### config.mk
export PLATFORM = sky130hd
export DESIGN_NAME = adcctl_top
export DESIGN_NICKNAME = d
export VERILOG_FILES = /design/src/rtl/adcctl_pkg.sv /design/src/rtl/adcctl_top.sv
export SDC_FILE = /design/constraint.sdc
export NUM_CORES = 1
export LEC_CHECK = 0
export BUFFER_PORTS_ARGS = -buffer_cell sky130_fd_sc_hd__buf_2
export CAP_MARGIN = 20
export CORE_MARGIN = 1.5
export CORE_UTILIZATION = 44
export DETAILED_ROUTE_END_ITERATION = 10
export PLACE_DENSITY = 0.8
export SKIP_LAST_GASP = 1
export SYNTH_ARGS = -nofsm -noshare
export SYNTH_HDL_FRONTEND = slang
export SYNTH_SLANG_ARGS = --single-unit
### constraint.sdc
create_clock -name clk_sys -period 1.85 [get_ports clk_sys]
set_clock_uncertainty 0.05 [all_clocks]
set_input_delay 0.0925 -clock clk_sys [delete_from_list [all_inputs] [get_ports clk_sys]]
set_output_delay 0.0925 -clock clk_sys [all_outputs]
set_load 0.01 [all_outputs]
### src/rtl/adcctl_pkg.sv
// Package of constants and types for the converter control block.
package adcctl_pkg;

    // Register byte addresses on the AXI4-Lite bus; five bits reach the mask.
    localparam logic [4:0] ADCCTL_OFS_STATUS_CONTROL = 5'h00;
    localparam logic [4:0] ADCCTL_OFS_RESULT = 5'h04;
    localparam logic [4:0] ADCCTL_OFS_CLOCK_CONFIG = 5'h08;
    localparam logic [4:0] ADCCTL_OFS_IRQ_STATUS = 5'h0c;
    localparam logic [4:0] ADCCTL_OFS_IRQ_MASK = 5'h10;

    // Field positions in the status and control register.
    localparam int ADCCTL_POS_DONE = 7;
    localparam int ADCCTL_POS_IRQEN = 6;
    localparam int ADCCTL_POS_CONT = 5;

    // Field positions in the clock configuration register.
    localparam int ADCCTL_POS_CLKSRC = 4;
    localparam int ADCCTL_POS_DIV = 5;

    // Reset values.
    localparam logic [4:0] ADCCTL_RST_CHANNEL = 5'h1f;
    localparam logic [2:0] ADCCTL_RST_DIV = 3'h0;
    localparam logic ADCCTL_RST_CLKSRC = 1'b0;

    // Special channel codes.
    localparam logic [4:0] ADCCTL_CH_POWER_OFF = 5'h1f;
    localparam logic [4:0] ADCCTL_CH_HIGH_REF = 5'h1d;
    localparam logic [4:0] ADCCTL_CH_LOW_REF = 5'h1e;
    localparam logic [4:0] ADCCTL_CH_LAST_INPUT = 5'h0e;

    // Prescaler terminal count for divide by 16.
    localparam logic [3:0] ADCCTL_DIV_MAX = 4'hf;

    // Status and control fields travel together.
    typedef struct packed {
        logic irqEnable;
        logic continuous;
        logic [4:0] channel;
    } adcctl_ctrl_t;

    // Converter sequencing states.
    typedef enum logic [1:0] {
        ADCCTL_IDLE,
        ADCCTL_START,
        ADCCTL_BUSY
    } adcctl_state_t;

endpackage

### src/rtl/adcctl_top.sv
// Converter control registers, sequencer and prescaler behind AXI4-Lite.
//
// The AXI4-Lite interface to the registers and the address map were decided locally.
`timescale 1ns/10ps
`default_nettype none

//////////////////////////////////////////////////////////////////////////////
module adcctl_top
    import adcctl_pkg::*;
(
    input wire logic clk_sys,
    input wire logic rst_n,
    input wire logic crystalClock,
    input wire logic [4:0] s_axi_awaddr,
    input wire logic s_axi_awvalid,
    output logic s_axi_awready,
    input wire logic [31:0] s_axi_wdata,
    input wire logic [3:0] s_axi_wstrb,
    input wire logic s_axi_wvalid,
    output logic s_axi_wready,
    output logic [1:0] s_axi_bresp,
    output logic s_axi_bvalid,
    input wire logic s_axi_bready,
    input wire logic [4:0] s_axi_araddr,
    input wire logic s_axi_arvalid,
    output logic s_axi_arready,
    output logic [31:0] s_axi_rdata,
    output logic [1:0] s_axi_rresp,
    output logic s_axi_rvalid,
    input wire logic s_axi_rready,
    output logic convStart,
    output logic [4:0] convChannel,
    output logic convPowerDown,
    output logic convClockEnable,
    input wire logic convDone,
    input wire logic [7:0] convData,
    output logic irq
);

    //////////////////////////////////////////////////////////////////////////
    // Reset release through two flip-flops.
    // Assertion is immediate; release waits two edges so that no register leaves
    // reset on an edge that is too close to the pin's rising transition.
    logic rstSync1_r;
    logic rstSync2_r;
    wire rstIn_n = rstSync2_r;

    // The reset is taken asynchronously and released on the clock.
    always_ff @(posedge clk_sys or negedge rst_n)
    begin
        if (!rst_n)
        begin
            rstSync1_r <= 1'b0;
            rstSync2_r <= 1'b0;
        end
        else
        begin
            rstSync1_r <= 1'b1;
            rstSync2_r <= rstSync1_r;
        end
    end

    //////////////////////////////////////////////////////////////////////////
    // Register state.
    adcctl_ctrl_t ctrl_r; // Interrupt enable, continuous mode, channel.
    logic doneFlag_r; // Polled completion flag.
    logic convIrq_r; // Pending conversion interrupt request.
    logic [7:0] result_r; // Last conversion result.
    logic resultValid_r; // Low for the first result after power-up.
    logic clkSrc_r; // One selects bus clock, zero the crystal clock.
    logic [2:0] divSel_r; // Prescaler code.
    logic [1:0] irqStatus_r; // Sticky events: bit 0 completion, bit 1 stale result.
    logic [1:0] irqMask_r; // Enables for the sticky events.
    logic warmUp_r; // Set while the first conversion after power-up runs.

    //////////////////////////////////////////////////////////////////////////
    // AXI4-Lite write channel. Address and data may arrive in either order.
    // Each half of a write is parked here until its partner arrives, so the
    // register update always sees a consistent address and data pair.
    logic awHeld_r; // Write address captured and waiting.
    logic wHeld_r; // Write data captured and waiting.
    // Word-aligned write address; five bits reach the mask register.
    logic [4:0] awAddr_r;
    logic [31:0] wData_r;
    logic [3:0] wStrb_r;
    logic bValid_r;

    assign s_axi_awready = !awHeld_r && !bValid_r;
    assign s_axi_wready = !wHeld_r && !bValid_r;
    wire wrFire = awHeld_r && wHeld_r && !bValid_r;
    wire lane0 = wStrb_r[0];
    wire wrCtrl = wrFire && lane0 && (awAddr_r == ADCCTL_OFS_STATUS_CONTROL);
    wire wrClk = wrFire && lane0 && (awAddr_r == ADCCTL_OFS_CLOCK_CONFIG);
    wire wrIrqStatus = wrFire && lane0 && (awAddr_r == ADCCTL_OFS_IRQ_STATUS);
    wire wrIrqMask = wrFire && lane0 && (awAddr_r == ADCCTL_OFS_IRQ_MASK);
    wire wrMapped = (awAddr_r == ADCCTL_OFS_STATUS_CONTROL) ||
        (awAddr_r == ADCCTL_OFS_RESULT) || (awAddr_r == ADCCTL_OFS_CLOCK_CONFIG) ||
        (awAddr_r == ADCCTL_OFS_IRQ_STATUS) || (awAddr_r == ADCCTL_OFS_IRQ_MASK);
    logic [1:0] bResp_r;
    assign s_axi_bvalid = bValid_r;
    assign s_axi_bresp = bResp_r;

    // Hold each half until both are present, then answer once.
    // A write with the low byte lane disabled is answered but changes nothing.
    always_ff @(posedge clk_sys or negedge rstIn_n)
    begin
        if (!rstIn_n)
        begin
            awHeld_r <= 1'b0;
            wHeld_r <= 1'b0;
            awAddr_r <= 5'h00;
            wData_r <= 32'h0;
            wStrb_r <= 4'h0;
            bValid_r <= 1'b0;
            bResp_r <= 2'h0;
        end
        else
        begin
            if (s_axi_awvalid && s_axi_awready)
            begin
                awHeld_r <= 1'b1;
                awAddr_r <= {s_axi_awaddr[4:2], 2'h0};
            end
            if (s_axi_wvalid && s_axi_wready)
            begin
                wHeld_r <= 1'b1;
                wData_r <= s_axi_wdata;
                wStrb_r <= s_axi_wstrb;
            end
            if (wrFire)
            begin
                awHeld_r <= 1'b0;
                wHeld_r <= 1'b0;
                bValid_r <= 1'b1;
                bResp_r <= wrMapped ? 2'h0 : 2'h2; // Unmapped writes get SLVERR.
            end
            else if (bValid_r && s_axi_bready)
            begin
                bValid_r <= 1'b0;
            end
        end
    end

    //////////////////////////////////////////////////////////////////////////
    // AXI4-Lite read channel, answered one cycle after the address.
    // Only one read is in flight: the address is refused while the answer waits,
    // which keeps the side effect of a result read tied to exactly one transfer.
    logic rValid_r;
    logic [31:0] rData_r;
    logic [1:0] rResp_r;
    assign s_axi_arready = !rValid_r;
    wire rdFire = s_axi_arvalid && s_axi_arready;
    // Byte lanes below a word are ignored; a misaligned address reads the word.
    wire [4:0] rdAddr = {s_axi_araddr[4:2], 2'h0};
    wire rdResult = rdFire && (rdAddr == ADCCTL_OFS_RESULT);
    // The done flag is only visible in polled mode, otherwise it reads zero.
    wire doneVisible = doneFlag_r && !ctrl_r.irqEnable;
    wire [7:0] ctrlRead = {doneVisible, ctrl_r.irqEnable, ctrl_r.continuous, ctrl_r.channel};
    wire [7:0] clkRead = {divSel_r, clkSrc_r, 4'h0};
    wire [31:0] rdMux =
        (rdAddr == ADCCTL_OFS_STATUS_CONTROL) ? {24'h0, ctrlRead} :
        (rdAddr == ADCCTL_OFS_RESULT) ? {24'h0, result_r} :
        (rdAddr == ADCCTL_OFS_CLOCK_CONFIG) ? {24'h0, clkRead} :
        (rdAddr == ADCCTL_OFS_IRQ_STATUS) ? {29'h0, resultValid_r, irqStatus_r} :
        (rdAddr == ADCCTL_OFS_IRQ_MASK) ? {30'h0, irqMask_r} : 32'h0;
    wire rdMapped = (rdAddr == ADCCTL_OFS_STATUS_CONTROL) ||
        (rdAddr == ADCCTL_OFS_RESULT) || (rdAddr == ADCCTL_OFS_CLOCK_CONFIG) ||
        (rdAddr == ADCCTL_OFS_IRQ_STATUS) || (rdAddr == ADCCTL_OFS_IRQ_MASK);
    assign s_axi_rvalid = rValid_r;
    assign s_axi_rdata = rData_r;
    assign s_axi_rresp = rResp_r;

    // Capture read data when the address is taken.
    always_ff @(posedge clk_sys or negedge rstIn_n)
    begin
        if (!rstIn_n)
        begin
            rValid_r <= 1'b0;
            rData_r <= 32'h0;
            rResp_r <= 2'h0;
        end
        else if (rdFire)
        begin
            rValid_r <= 1'b1;
            rData_r <= rdMux;
            rResp_r <= rdMapped ? 2'h0 : 2'h2;
        end
        else if (rValid_r && s_axi_rready)
        begin
            rValid_r <= 1'b0;
        end
    end

    //////////////////////////////////////////////////////////////////////////
    // Prescaler: source select then divide by a power of two.
    // The divided rate is a one-cycle enable, never a derived clock, so the whole
    // block stays in the bus clock domain. A change of divider code takes effect
    // on the running count, so the first period after a change may be short.
    // Software is expected to aim for a converter rate near 1 MHz.
    logic xtalPrev_r;
    logic [3:0] preCount_r;
    logic convTick_r;
    // The crystal clock is sampled as a level; a rising edge is one tick.
    // It must stay below half the bus clock for every edge to be seen.
    wire xtalTick = crystalClock && !xtalPrev_r;
    wire srcTick = clkSrc_r ? 1'b1 : xtalTick;
    wire [3:0] divMask = divSel_r[2] ? ADCCTL_DIV_MAX :
        (4'h1 << divSel_r[1:0]) - 4'h1;
    wire preWrap = srcTick && ((preCount_r & divMask) == divMask);
    assign convClockEnable = convTick_r;

    // Counts source ticks and emits one enable pulse per divided period.
    always_ff @(posedge clk_sys or negedge rstIn_n)
    begin
        if (!rstIn_n)
        begin
            xtalPrev_r <= 1'b0;
            preCount_r <= 4'h0;
            convTick_r <= 1'b0;
        end
        else
        begin
            xtalPrev_r <= crystalClock;
            convTick_r <= preWrap;
            if (preWrap)
            begin
                preCount_r <= 4'h0;
            end
            else if (srcTick)
            begin
                preCount_r <= preCount_r + 4'h1;
            end
        end
    end

    //////////////////////////////////////////////////////////////////////////
    // Conversion sequencer.
    // IDLE waits for a control write, START waits for the next converter tick so
    // the start strobe is aligned with the core's clock, BUSY waits for done.
    // A conversion left running when power-off is selected is abandoned; its late
    // done strobe is ignored because the sequencer is no longer busy.
    adcctl_state_t state_r;
    adcctl_state_t state_nxt;
    wire powerOff = (ctrl_r.channel == ADCCTL_CH_POWER_OFF);
    wire convEnd = (state_r == ADCCTL_BUSY) && convDone;
    assign convPowerDown = powerOff;
    assign convChannel = ctrl_r.channel;
    assign convStart = (state_r == ADCCTL_START) && convTick_r;

    // A control write in IDLE requests a new conversion, as does continuous mode.
    always_comb
    begin
        state_nxt = state_r;
        case (state_r)
            ADCCTL_IDLE:
                if (wrCtrl && (wData_r[4:0] != ADCCTL_CH_POWER_OFF))
                    state_nxt = ADCCTL_START;
            ADCCTL_START:
                if (convTick_r)
                    state_nxt = ADCCTL_BUSY;
            ADCCTL_BUSY:
                if (convDone)
                    state_nxt = ctrl_r.continuous ? ADCCTL_START : ADCCTL_IDLE;
            default:
                state_nxt = ADCCTL_IDLE;
        endcase
        // The channel code that holds after this edge decides power-off. Looking only
        // at the stored code would cancel the very write that leaves the all-ones
        // code, so the first conversion after power-up would never start.
        if (wrCtrl ? (wData_r[4:0] == ADCCTL_CH_POWER_OFF) : powerOff)
        begin
            state_nxt = ADCCTL_IDLE;
        end
    end

    // State register.
    always_ff @(posedge clk_sys or negedge rstIn_n)
    begin
        if (!rstIn_n)
            state_r <= ADCCTL_IDLE;
        else
            state_r <= state_nxt;
    end

    //////////////////////////////////////////////////////////////////////////
    // Control, flag and result registers.
    // Sticky events: bit 0 marks any completion, bit 1 a completion whose result
    // is stale because the converter was still settling after power-up. The
    // warm-up marker is used rather than the valid bit, which would also flag
    // the second result after power-up.
    wire [1:0] irqEvents = {convEnd && warmUp_r, convEnd};

    // Set beats clear for every hardware flag.
    // A software clear in the same cycle as a completion would otherwise lose an
    // event that nobody has seen yet.
    always_ff @(posedge clk_sys or negedge rstIn_n)
    begin
        if (!rstIn_n)
        begin
            ctrl_r <= '{irqEnable: 1'b0, continuous: 1'b0, channel: ADCCTL_RST_CHANNEL};
            doneFlag_r <= 1'b0;
            convIrq_r <= 1'b0;
            result_r <= 8'h0;
            resultValid_r <= 1'b0;
            warmUp_r <= 1'b1;
            clkSrc_r <= ADCCTL_RST_CLKSRC;
            divSel_r <= ADCCTL_RST_DIV;
            irqStatus_r <= 2'h0;
            irqMask_r <= 2'h0;
        end
        else
        begin
            // Bit 7 of the write data is ignored; software is expected to write zero.
            if (wrCtrl)
            begin
                ctrl_r.irqEnable <= wData_r[ADCCTL_POS_IRQEN];
                ctrl_r.continuous <= wData_r[ADCCTL_POS_CONT];
                ctrl_r.channel <= wData_r[4:0];
            end
            if (wrClk)
            begin
                clkSrc_r <= wData_r[ADCCTL_POS_CLKSRC];
                divSel_r <= wData_r[7:ADCCTL_POS_DIV];
            end
            if (wrIrqMask)
                irqMask_r <= wData_r[1:0];
            irqStatus_r <= (irqStatus_r & ~(wrIrqStatus ? wData_r[1:0] : 2'h0)) | irqEvents;
            // Polled flag: set at end in polled mode, cleared by a result read.
            if (convEnd && !ctrl_r.irqEnable)
                doneFlag_r <= 1'b1;
            else if (rdResult)
                doneFlag_r <= 1'b0;
            // Interrupt request: set at end, dropped by result read or control write.
            if (convEnd && ctrl_r.irqEnable)
                convIrq_r <= 1'b1;
            else if (rdResult || wrCtrl)
                convIrq_r <= 1'b0;
            if (convEnd)
            begin
                result_r <= convData;
                resultValid_r <= !warmUp_r;
                warmUp_r <= 1'b0;
            end
            // Powering off means the next first result is stale again.
            if (powerOff)
                warmUp_r <= 1'b1;
        end
    end

    // One level output: the conversion request of interrupt mode, or any sticky
    // event that software has unmasked.
    assign irq = convIrq_r || |(irqStatus_r & irqMask_r);

endmodule

`default_nettype wire

### After elaboration in Yosys (flattened, before gate mapping)

Index checks and enable logic that the tools add are counted.

* output and inout port bits: 50
* register bits after elaboration: 89

* shift-type cells: 1
* mux-type cells: 33
* eq/ne operators: 17
* bitwise operators: 5
* reductions and logical operators: 54
* add/subtract/negate cells: 2

Operator list (count)
* $logic_and A1 B1 Y1: 24
* $mux W8: 3
* $mux W1: 17
* $mux W2: 8
* $reduce_bool A2 Y1: 8
* $eq A3 B2 Y1 const B: 4
* $mux W4: 3
* $eq A5 B5 Y1 const B: 2
* $logic_not A5 Y1: 2
* $logic_or A1 B1 Y1: 10
* $logic_not A1 Y1: 7
* $eq A3 B1 Y1 const B: 2
* $eq A3 B3 Y1 const B: 2
* $ne A3 B2 Y1 const B: 2
* $pmux W2 S3: 1
* $ne A5 B5 Y1 const B: 1
* $add A4 B1 Y4 const B: 1
* $and A2 B2 Y2: 2
* $and A4 B4 Y4: 1
* $eq A4 B4 Y1: 1
* $shl A1 B2 Y4 const A: 1
* $sub A4 B1 Y4 const B: 1
* $mux W3: 1
* $ne A3 B3 Y1 const B: 1
* other kinds (7): 7

### Depth between registers and ports, before layout

Gate-level depths: netlist (run 1).

* depth in word-level cells: 8
* mapped depth: 6

### Worst setup path after synthesis (run 1)

No wires, ideal clock.

* path type: reg-to-reg
* start: register bValid_r, in the netlist s_axi_bvalid
* end: register clkSrc_r
* library setup time: 0.125 ns
* clock period less this slack: 1.626 ns
* cell stages (with the launch flop): 6
* data arrival time: 1.451 ns
* buffers on the path: 0
* path slack: 0.224 ns
* path through: dfrtp_1 > and4b_4 > and2b_4 > nand2_4 > nor2_8 > mux2_4

* cells in the longest elaborated chain, start to end: 4

RTL lines
* start: declaration: line adcctl_top.sv:86 `logic bValid_r;`
* start signal: assignment: line adcctl_top.sv:114 `bValid_r <= 1'b0;`
* start signal: assignment: line adcctl_top.sv:134 `bValid_r <= 1'b1;`
* start signal: assignment: line adcctl_top.sv:139 `bValid_r <= 1'b0;`
* $logic_not A1 Y1: line adcctl_top.sv:90 `wire wrFire = awHeld_r && wHeld_r && !bValid_r;`
* $logic_and A1 B1 Y1: line adcctl_top.sv:90
* $logic_and A1 B1 Y1 (2 in series): line adcctl_top.sv:93 `wire wrClk = wrFire && lane0 && (awAddr_r == ADCCTL_OFS_CLOCK_CONFIG);`
* end signal: assignment: line adcctl_top.sv:322 `clkSrc_r <= wData_r[ADCCTL_POS_CLKSRC];`
* end: declaration: line adcctl_top.sv:70 `logic clkSrc_r;`

Every way passes these cells.
A chain may end at the register's enable or synchronous reset.

### Final worst setup path (run 1)

* start: register bValid_r, in the netlist s_axi_bvalid
* end: register divSel_r[2]

* cells in the longest elaborated chain, start to end: 4

RTL lines
* $logic_not A1 Y1: line adcctl_top.sv:90
* $logic_and A1 B1 Y1: line adcctl_top.sv:90
* $logic_and A1 B1 Y1 (2 in series): line adcctl_top.sv:93
* end signal: assignment: line adcctl_top.sv:323 `divSel_r <= wData_r[7:ADCCTL_POS_DIV];`
* end: declaration: line adcctl_top.sv:71 `logic [2:0] divSel_r;`

Every way passes these cells.

==> summary.txt, run 1 <==
First-pass GRT wire length = 9.69 mm
Full die area = 7410 um2
Critical path, cell by cell = and4b_4, and2b_4, nand2_4, nor2_8, mux2_4
CTS tree = done
Routed vias/inst = 5.00
CP Max Fanout = 6
Compound-Gate Fraction of Synth Area = 10.1%
Total Wirelength = 6.03 mm
Largest family of logic cells by synthesized area = simple AND/OR/NAND/NOR gates
Area growth syn-to-layout = 23.3%
Post-synth EDFFs = 0
Hold Slack = 0.0295 ns
Final setup viols = 0
CTS buffer count = 9
Top Ports = 113
Gr ovfl total = 0
Status = completed
Clk buf depth = 2
CP startpoint kind = flop
Net count, final = 420
Fin crit share = 90.6%
CP Class = reg -> reg
Pin count of the biggest net entering global routing = 32
# port buffers = 55
DR pass1 iterations = 5
Die W = 86.1 um
Share of cells above drive strength 1 = 31.6%
Post-synthesis cell count = 275
Ant. Diodes = 0
CP max stage delay = 0.42 ns
Worst hold path class = in -> reg
Global Route Usage Sum = 17.5%
Post-Synth Adder-Cell Area = 0.412%
Leakage power = 1.87 nW
H-tree depth = 3
CP arrival = 1.85 ns
Endpoint kind of the worst setup timing path = flop
Slowest cell on the critical path = dfrtp_1
Synth Warn # = 0
Commonest non-fill, non-tap cell in the layout = dfrtp_1
Detail Route Antenna Nets = 0
Most area-hungry cell type in the Yosys netlist = dfrtp_1
Max-Cap Viols = 0
Post-CTS Setup Inserts = 0
# rows = 30
Final Hold Fails = 0
1st-iter DRT viols = 103
Synth async-reset ratio = 100%
Main synth FF type = dfrtp_1
Mux cell area share after synthesis = 12.9%
Synth Area in Simple Gates = 14.1%
RSZ-0062 raised after global routing = false
Post-CTS Hold Fix Bufs = 25
Req. time, crit path = 2.03 ns
Max Freq = 0.597 GHz
Die height = 86.1 um
Reg clk slew, reported paths = 0.07 ns
Finished Core Util = 55.8%
Fin Setup TNS = 0 ns
Worst-skew pair later-pin latency = 0.35 ns
Post-DP HPWL = 4.38 mm
GPL Wtd Cong = 0.791
Min Tclk post-route = 1.68 ns
Count of distinct cell types in the synthesized netlist = 45
Peak VDD IR = 0.000887 V
Leading post-synthesis cells by cell area = dfrtp_1 (47%), mux2_2 (8.5%), buf_4 (7.7%)
Yosys reg bits = 63
Post-synth top area share = 47.0%
Pwr dens = 1440 nW/um2
Starting density of the core = 45.2%
Core area = 6720 um2
WP buf/inv = 0
Seq/Total Area, Yosys = 52.1%
Slew Limit Fails = 0
Vias = 2203
XOR/XNOR Fraction of Synth Area = 0.577%
Mapped cell area = 3040 um2
# DRC = 0
CTS root buf = clkbuf_8
Number of global-route vias before repair = 2020
Initial antenna violation count = 0
Avg Cell Area, Syn = 11.0 um2
Final-layout fill cell count = 585
Clk sinks = 63
Crit path max-delay family = simple AND/OR/NAND/NOR gates
Wire per inst = 13.7 um
Most frequent cells in the layout = dfrtp_1 (56), buf_2 (55), nand2_1 (44)
Post-CTS Resized = 0
kinds of logic after synthesis:
group,Yosys count
adder cells (fa/ha/maj),1
XOR/XNOR,2
buffers and inverters,43
other,2
multiplexers,34
flip-flops,63
AO/OA/AOI/OAI,46
AND/OR/NAND/NOR,84
path summary, 6_finish.rpt:
check	from	cells past startpoint	end	slack (ns)
worst max-delay path	s_axi_bvalid$_DFFE_PN0P_	5	divSel_r[2]$_DFFE_PN0P_	0.17
worst min-delay path	s_axi_awvalid	3	awHeld_r$_DFFE_PN0P_	0.03
worst max register to register	s_axi_bvalid$_DFFE_PN0P_	5	divSel_r[2]$_DFFE_PN0P_	0.17
worst min register to register	rstIn_n$_DFF_PN0_	0	preCount_r[1]$_DFFE_PN0P_	0.12
max in group asynchronous	rstIn_n$_DFF_PN0_	1	convChannel[0]$_DFFE_PN1P_	1.02
min in group asynchronous	rstIn_n$_DFF_PN0_	0	preCount_r[1]$_DFFE_PN0P_	0.12
synth_stat cells (2+ instances only):
cell       n
nor2b_1    3
conb_1     2
a22o_1     8
clkbuf_1   3
mux2i_1    5
mux2_4     4
buf_4     31
mux2_2    23
nand2_1   44
xor2_1     2
nand3b_1   3
nand3_1    4
mux2_1     2
a21o_1     4
inv_1      5
buf_2      3
a21oi_1    6
nor2_1    14
nand2b_1   2
a22oi_1    3
dfrtp_1   57
o21ai_0   17
nand4_1    3
dfstp_2    6
cell type report:
type | instances | area (um2) | share of cell area, %
Clock buffer | 11 | 141 | 3.77
Timing Repair Buffer | 83 | 561 | 15.0
Clock inverter | 5 | 81.3 | 2.17
Sequential cell | 63 | 1590 | 42.3
Multi-Input combinational cell | 194 | 1260 | 33.6
Inverter | 5 | 18.8 | 0.501
Tap cell | 80 | 100 | 2.67
metal layers:
metal  global-route usage, %  share of wire [%]
met4                    8.80                1.9
met5                       0                  0
met2                    27.1                 46
met1                    23.1                 47
met3                    4.04                5.1
worst reg2reg max path: stages (launching register included):
cell and delay [ns]:
dfrtp_1 0.42, and4b_4 0.38, and2b_4 0.19, nand2_4 0.07, nor2_8 0.14, mux2_4 0.31
registers in the layout (all words and copies together), names as in the netlist, 2 cells and up:
| register | cells |
|---|---|
| result_r | 8 |
| divSel_r | 3 |
| convChannel | 5 |
| preCount_r | 4 |
| irqStatus_r | 2 |
| s_axi_rdata | 8 |
| state_r | 2 |
| ctrlRead | 2 |
| awAddr_r | 3 |
| wData_r | 8 |
| irqMask_r | 2 |
report_power, final:
group	internal (mW)	switching [mW]
Combinational	0.840	0.714
Sequential	1.96	0.546
Clock	0.795	0.540
Total	3.59	1.80
through the flow:
stage | total power, mW | cells | cell area (um2) | worst slack (ns)
floorplan | 3.62 | 300 | 3130 | 0.224
global placement | 3.95 | 400 | 3270 | 0.210
detailed placement | 4.05 | 400 | 3270 | 0.182
CTS | 5.43 | 441 | 3750 | 0.159
global route | 5.74 | 441 | 3750 | 0.118
finish | 5.39 | 441 | 3750 | 0.174
No activity file was read; power rests on OpenSTA's default activity.
==> inputs of run 2 (changes only) <==
BUFFER_PORTS_ARGS = -buffer_cell sky130_fd_sc_hd__buf_4   (was -buffer_cell sky130_fd_sc_hd__buf_2)
CAP_MARGIN = not set   (was 20)
==> summary.txt, run 2 (same netlist as run 1, synthesis figures left out) <==
Post-CTS Setup Inserts = 0 (unchanged)
RSZ-0062 raised after global routing = false
Slew HR = 65.1%
Global Route Usage Sum = 17.5% (about the same)
CP startpoint = s_axi_bvalid$_DFFE_PN0P_
Gr ovfl total = 0 (unchanged)
Initial antenna violation count = 0 (unchanged)
CP Max Fanout = 6 (unchanged)
Clk network pwr share = 22.0% (-2.8 points)
# DRC = 0 (unchanged)
FF-to-FF End = divSel_r[0]$_DFFE_PN0P_
Net count, final = 419 (-0.24%)
Reg2reg path depth = 5 (unchanged)
Post-CTS Resized = 0 (unchanged)
R2R Path Start = s_axi_bvalid$_DFFE_PN0P_
Fin crit share = 92.3% (+1.7 points)
Area growth syn-to-layout = 26.8%
Launch point of the worst hold path = s_axi_araddr[4]
Min Tclk post-route = 1.71 ns (+0.0318 ns)
Full die area = 7410 um2 (unchanged)
Req. time, crit path = 2.02 ns (about the same)
CP arrival = 1.88 ns (+0.03 ns)
Slew @ Worst Pin = 0.523 ns
Final setup viols = 0 (unchanged)
Most frequent cells in the layout = dfrtp_1 (56), buf_4 (56), nand2_1 (44)
CP Class = reg -> reg
Pwr dens = 1390 nW/um2 (-3.4%)
Sequential share of power = 46.7% (+0.3 points)
Reg clk slew, reported paths = 0.07 ns (about the same)
CTS root buf = clkbuf_8
Share of cells above drive strength 1 = 31.7% (+0.088 points)
Post-Layout Cell Count = 440 (-0.23%)
CTS buffer count = 9 (unchanged)
Final Hold Fails = 0 (unchanged)
Part of the power in combinational logic = 31.2% (+2.4 points)
1st-iter DRT viols = 52 (-50%)
Status = completed
Fin Setup TNS = 0 ns (unchanged)
Worst-skew pair later-pin latency = 0.34 ns (about the same)
First-pass GRT wire length = 9.96 mm (+2.8%)
P_int = 3.56 mW (-1.0%)
PnR worst setup slack = 0.142 ns (-0.0318 ns)
H-tree depth = 3 (unchanged)
# port buffers = 55 (unchanged)
DR pass1 iterations = 4 (-1)
Max Freq = 0.585 GHz (-1.9%)
Die height = 86.1 um (unchanged)
# rows = 30 (unchanged)
Ant. Diodes = 0 (unchanged)
Top Ports = 113 (unchanged)
GPL Wtd Cong = 0.792 (+0.13%)
Endpoint kind of the worst setup timing path = flop
Worst hold path class = in -> reg
Leakage power = 1.89 nW (+0.92%)
Pre-CTS setup slack = 0.160 ns (-0.0227 ns)
Switching Fraction = 33.6% (+0.24 points)
Clk sinks = 63 (unchanged)
Worst setup endpoint = divSel_r[0]$_DFFE_PN0P_
Die W = 86.1 um (unchanged)
Routed vias/inst = 5.06 (+1.3%)
Total Wirelength = 6.07 mm (+0.60%)
Starting density of the core = 45.2% (unchanged)
Peak VDD IR = 0.000910 V (+2.6%)
Detail Route Antenna Nets = 0 (unchanged)
Pin count of the biggest net entering global routing = 62 (+94%)
Number of global-route vias before repair = 2202 (+9.0%)
Placed Cells = 399 (-0.25%)
Core area = 6720 um2 (unchanged)
CTS tree = done
Clk buf depth = 2 (unchanged)
Total power = 5.36 mW (-0.65%)
Switch Pwr = 1.80 mW (about the same)
R2r setup slk = 0.14 ns (-0.03 ns)
CP startpoint kind = flop
Slew Limit Fails = 0 (unchanged)
Post-DP HPWL = 4.35 mm (-0.65%)
Vias = 2227 (+1.1%)
Wire per inst = 13.8 um (+0.83%)
Max-Cap Viols = 0 (unchanged)
-- run 2: worst min path at each step --
stage                            endpoint  depth (start not counted)
2_1_floorplan           rstIn_n$_DFF_PN0_                          0
3_3_place_gp         rstSync1_r$_DFF_PN0_                          1
3_5_place_dp         rstSync1_r$_DFF_PN0_                          1
4_1_cts              awHeld_r$_DFFE_PN0P_                          3
5_1_grt              awHeld_r$_DFFE_PN0P_                          3
6_report       s_axi_rresp[1]$_DFFE_PN0P_                          3
-- run 2: final cells by class --
type | count | area [um2]
Sequential cell | 63 | 1590
Tap cell | 80 | 100
Multi-Input combinational cell | 194 | 1260
Fill cell | 569 | 2870
Inverter | 5 | 18.8
Clock buffer | 10 | 138
Timing Repair Buffer | 82 | 691
Clock inverter | 6 | 60.1
-- run 2: layer usage --
metal,GRT usage (%),vias up,share of wire (%)
li1,-,1053,-
met1,21.3,1092,44
met2,29.1,75,49
met3,6.54,7,5.6
met4,4.99,0,1.0
met5,0,-,0
-- run 2: power by group through the flow --
stage / registers [mW] / clock network [mW] / logic [mW]
detailed placement: 2.53 / 0 / 1.64
finish: 2.50 / 1.18 / 1.67
global placement: 2.49 / 0 / 1.58
global route: 2.59 / 1.27 / 1.86
floorplan: 2.39 / 0 / 1.23
CTS: 2.51 / 1.21 / 1.69
-- run 2: worst max-delay path: stages (launching register included) --
cell and delay, ns:
dfrtp_1 0.43, and4b_4 0.38, and2b_4 0.19, nand2_4 0.07, nor2_8 0.15, mux2_4 0.32
-- run 2: metrics by stage --
| stage | area, um2 | utilization (%) | hold slack, ns |
|---|---|---|---|
| finish | 3850 | 57.3 | 0.0344 |
| global route | 3850 | 57.3 | 0.0341 |
| CTS | 3850 | 57.3 | 0.0223 |
| detailed placement | 3400 | 50.7 | -0.174 |
| global placement | 3400 | 50.7 | -0.175 |
| floorplan | 3130 | - | -0.253 |
-- run 2: repair_timing --
action                                  4_1_cts  5_1_grt
endpoints found under the setup margin        0        0
hold buffers                                 25        0
hold endpoints to repair                     25        0
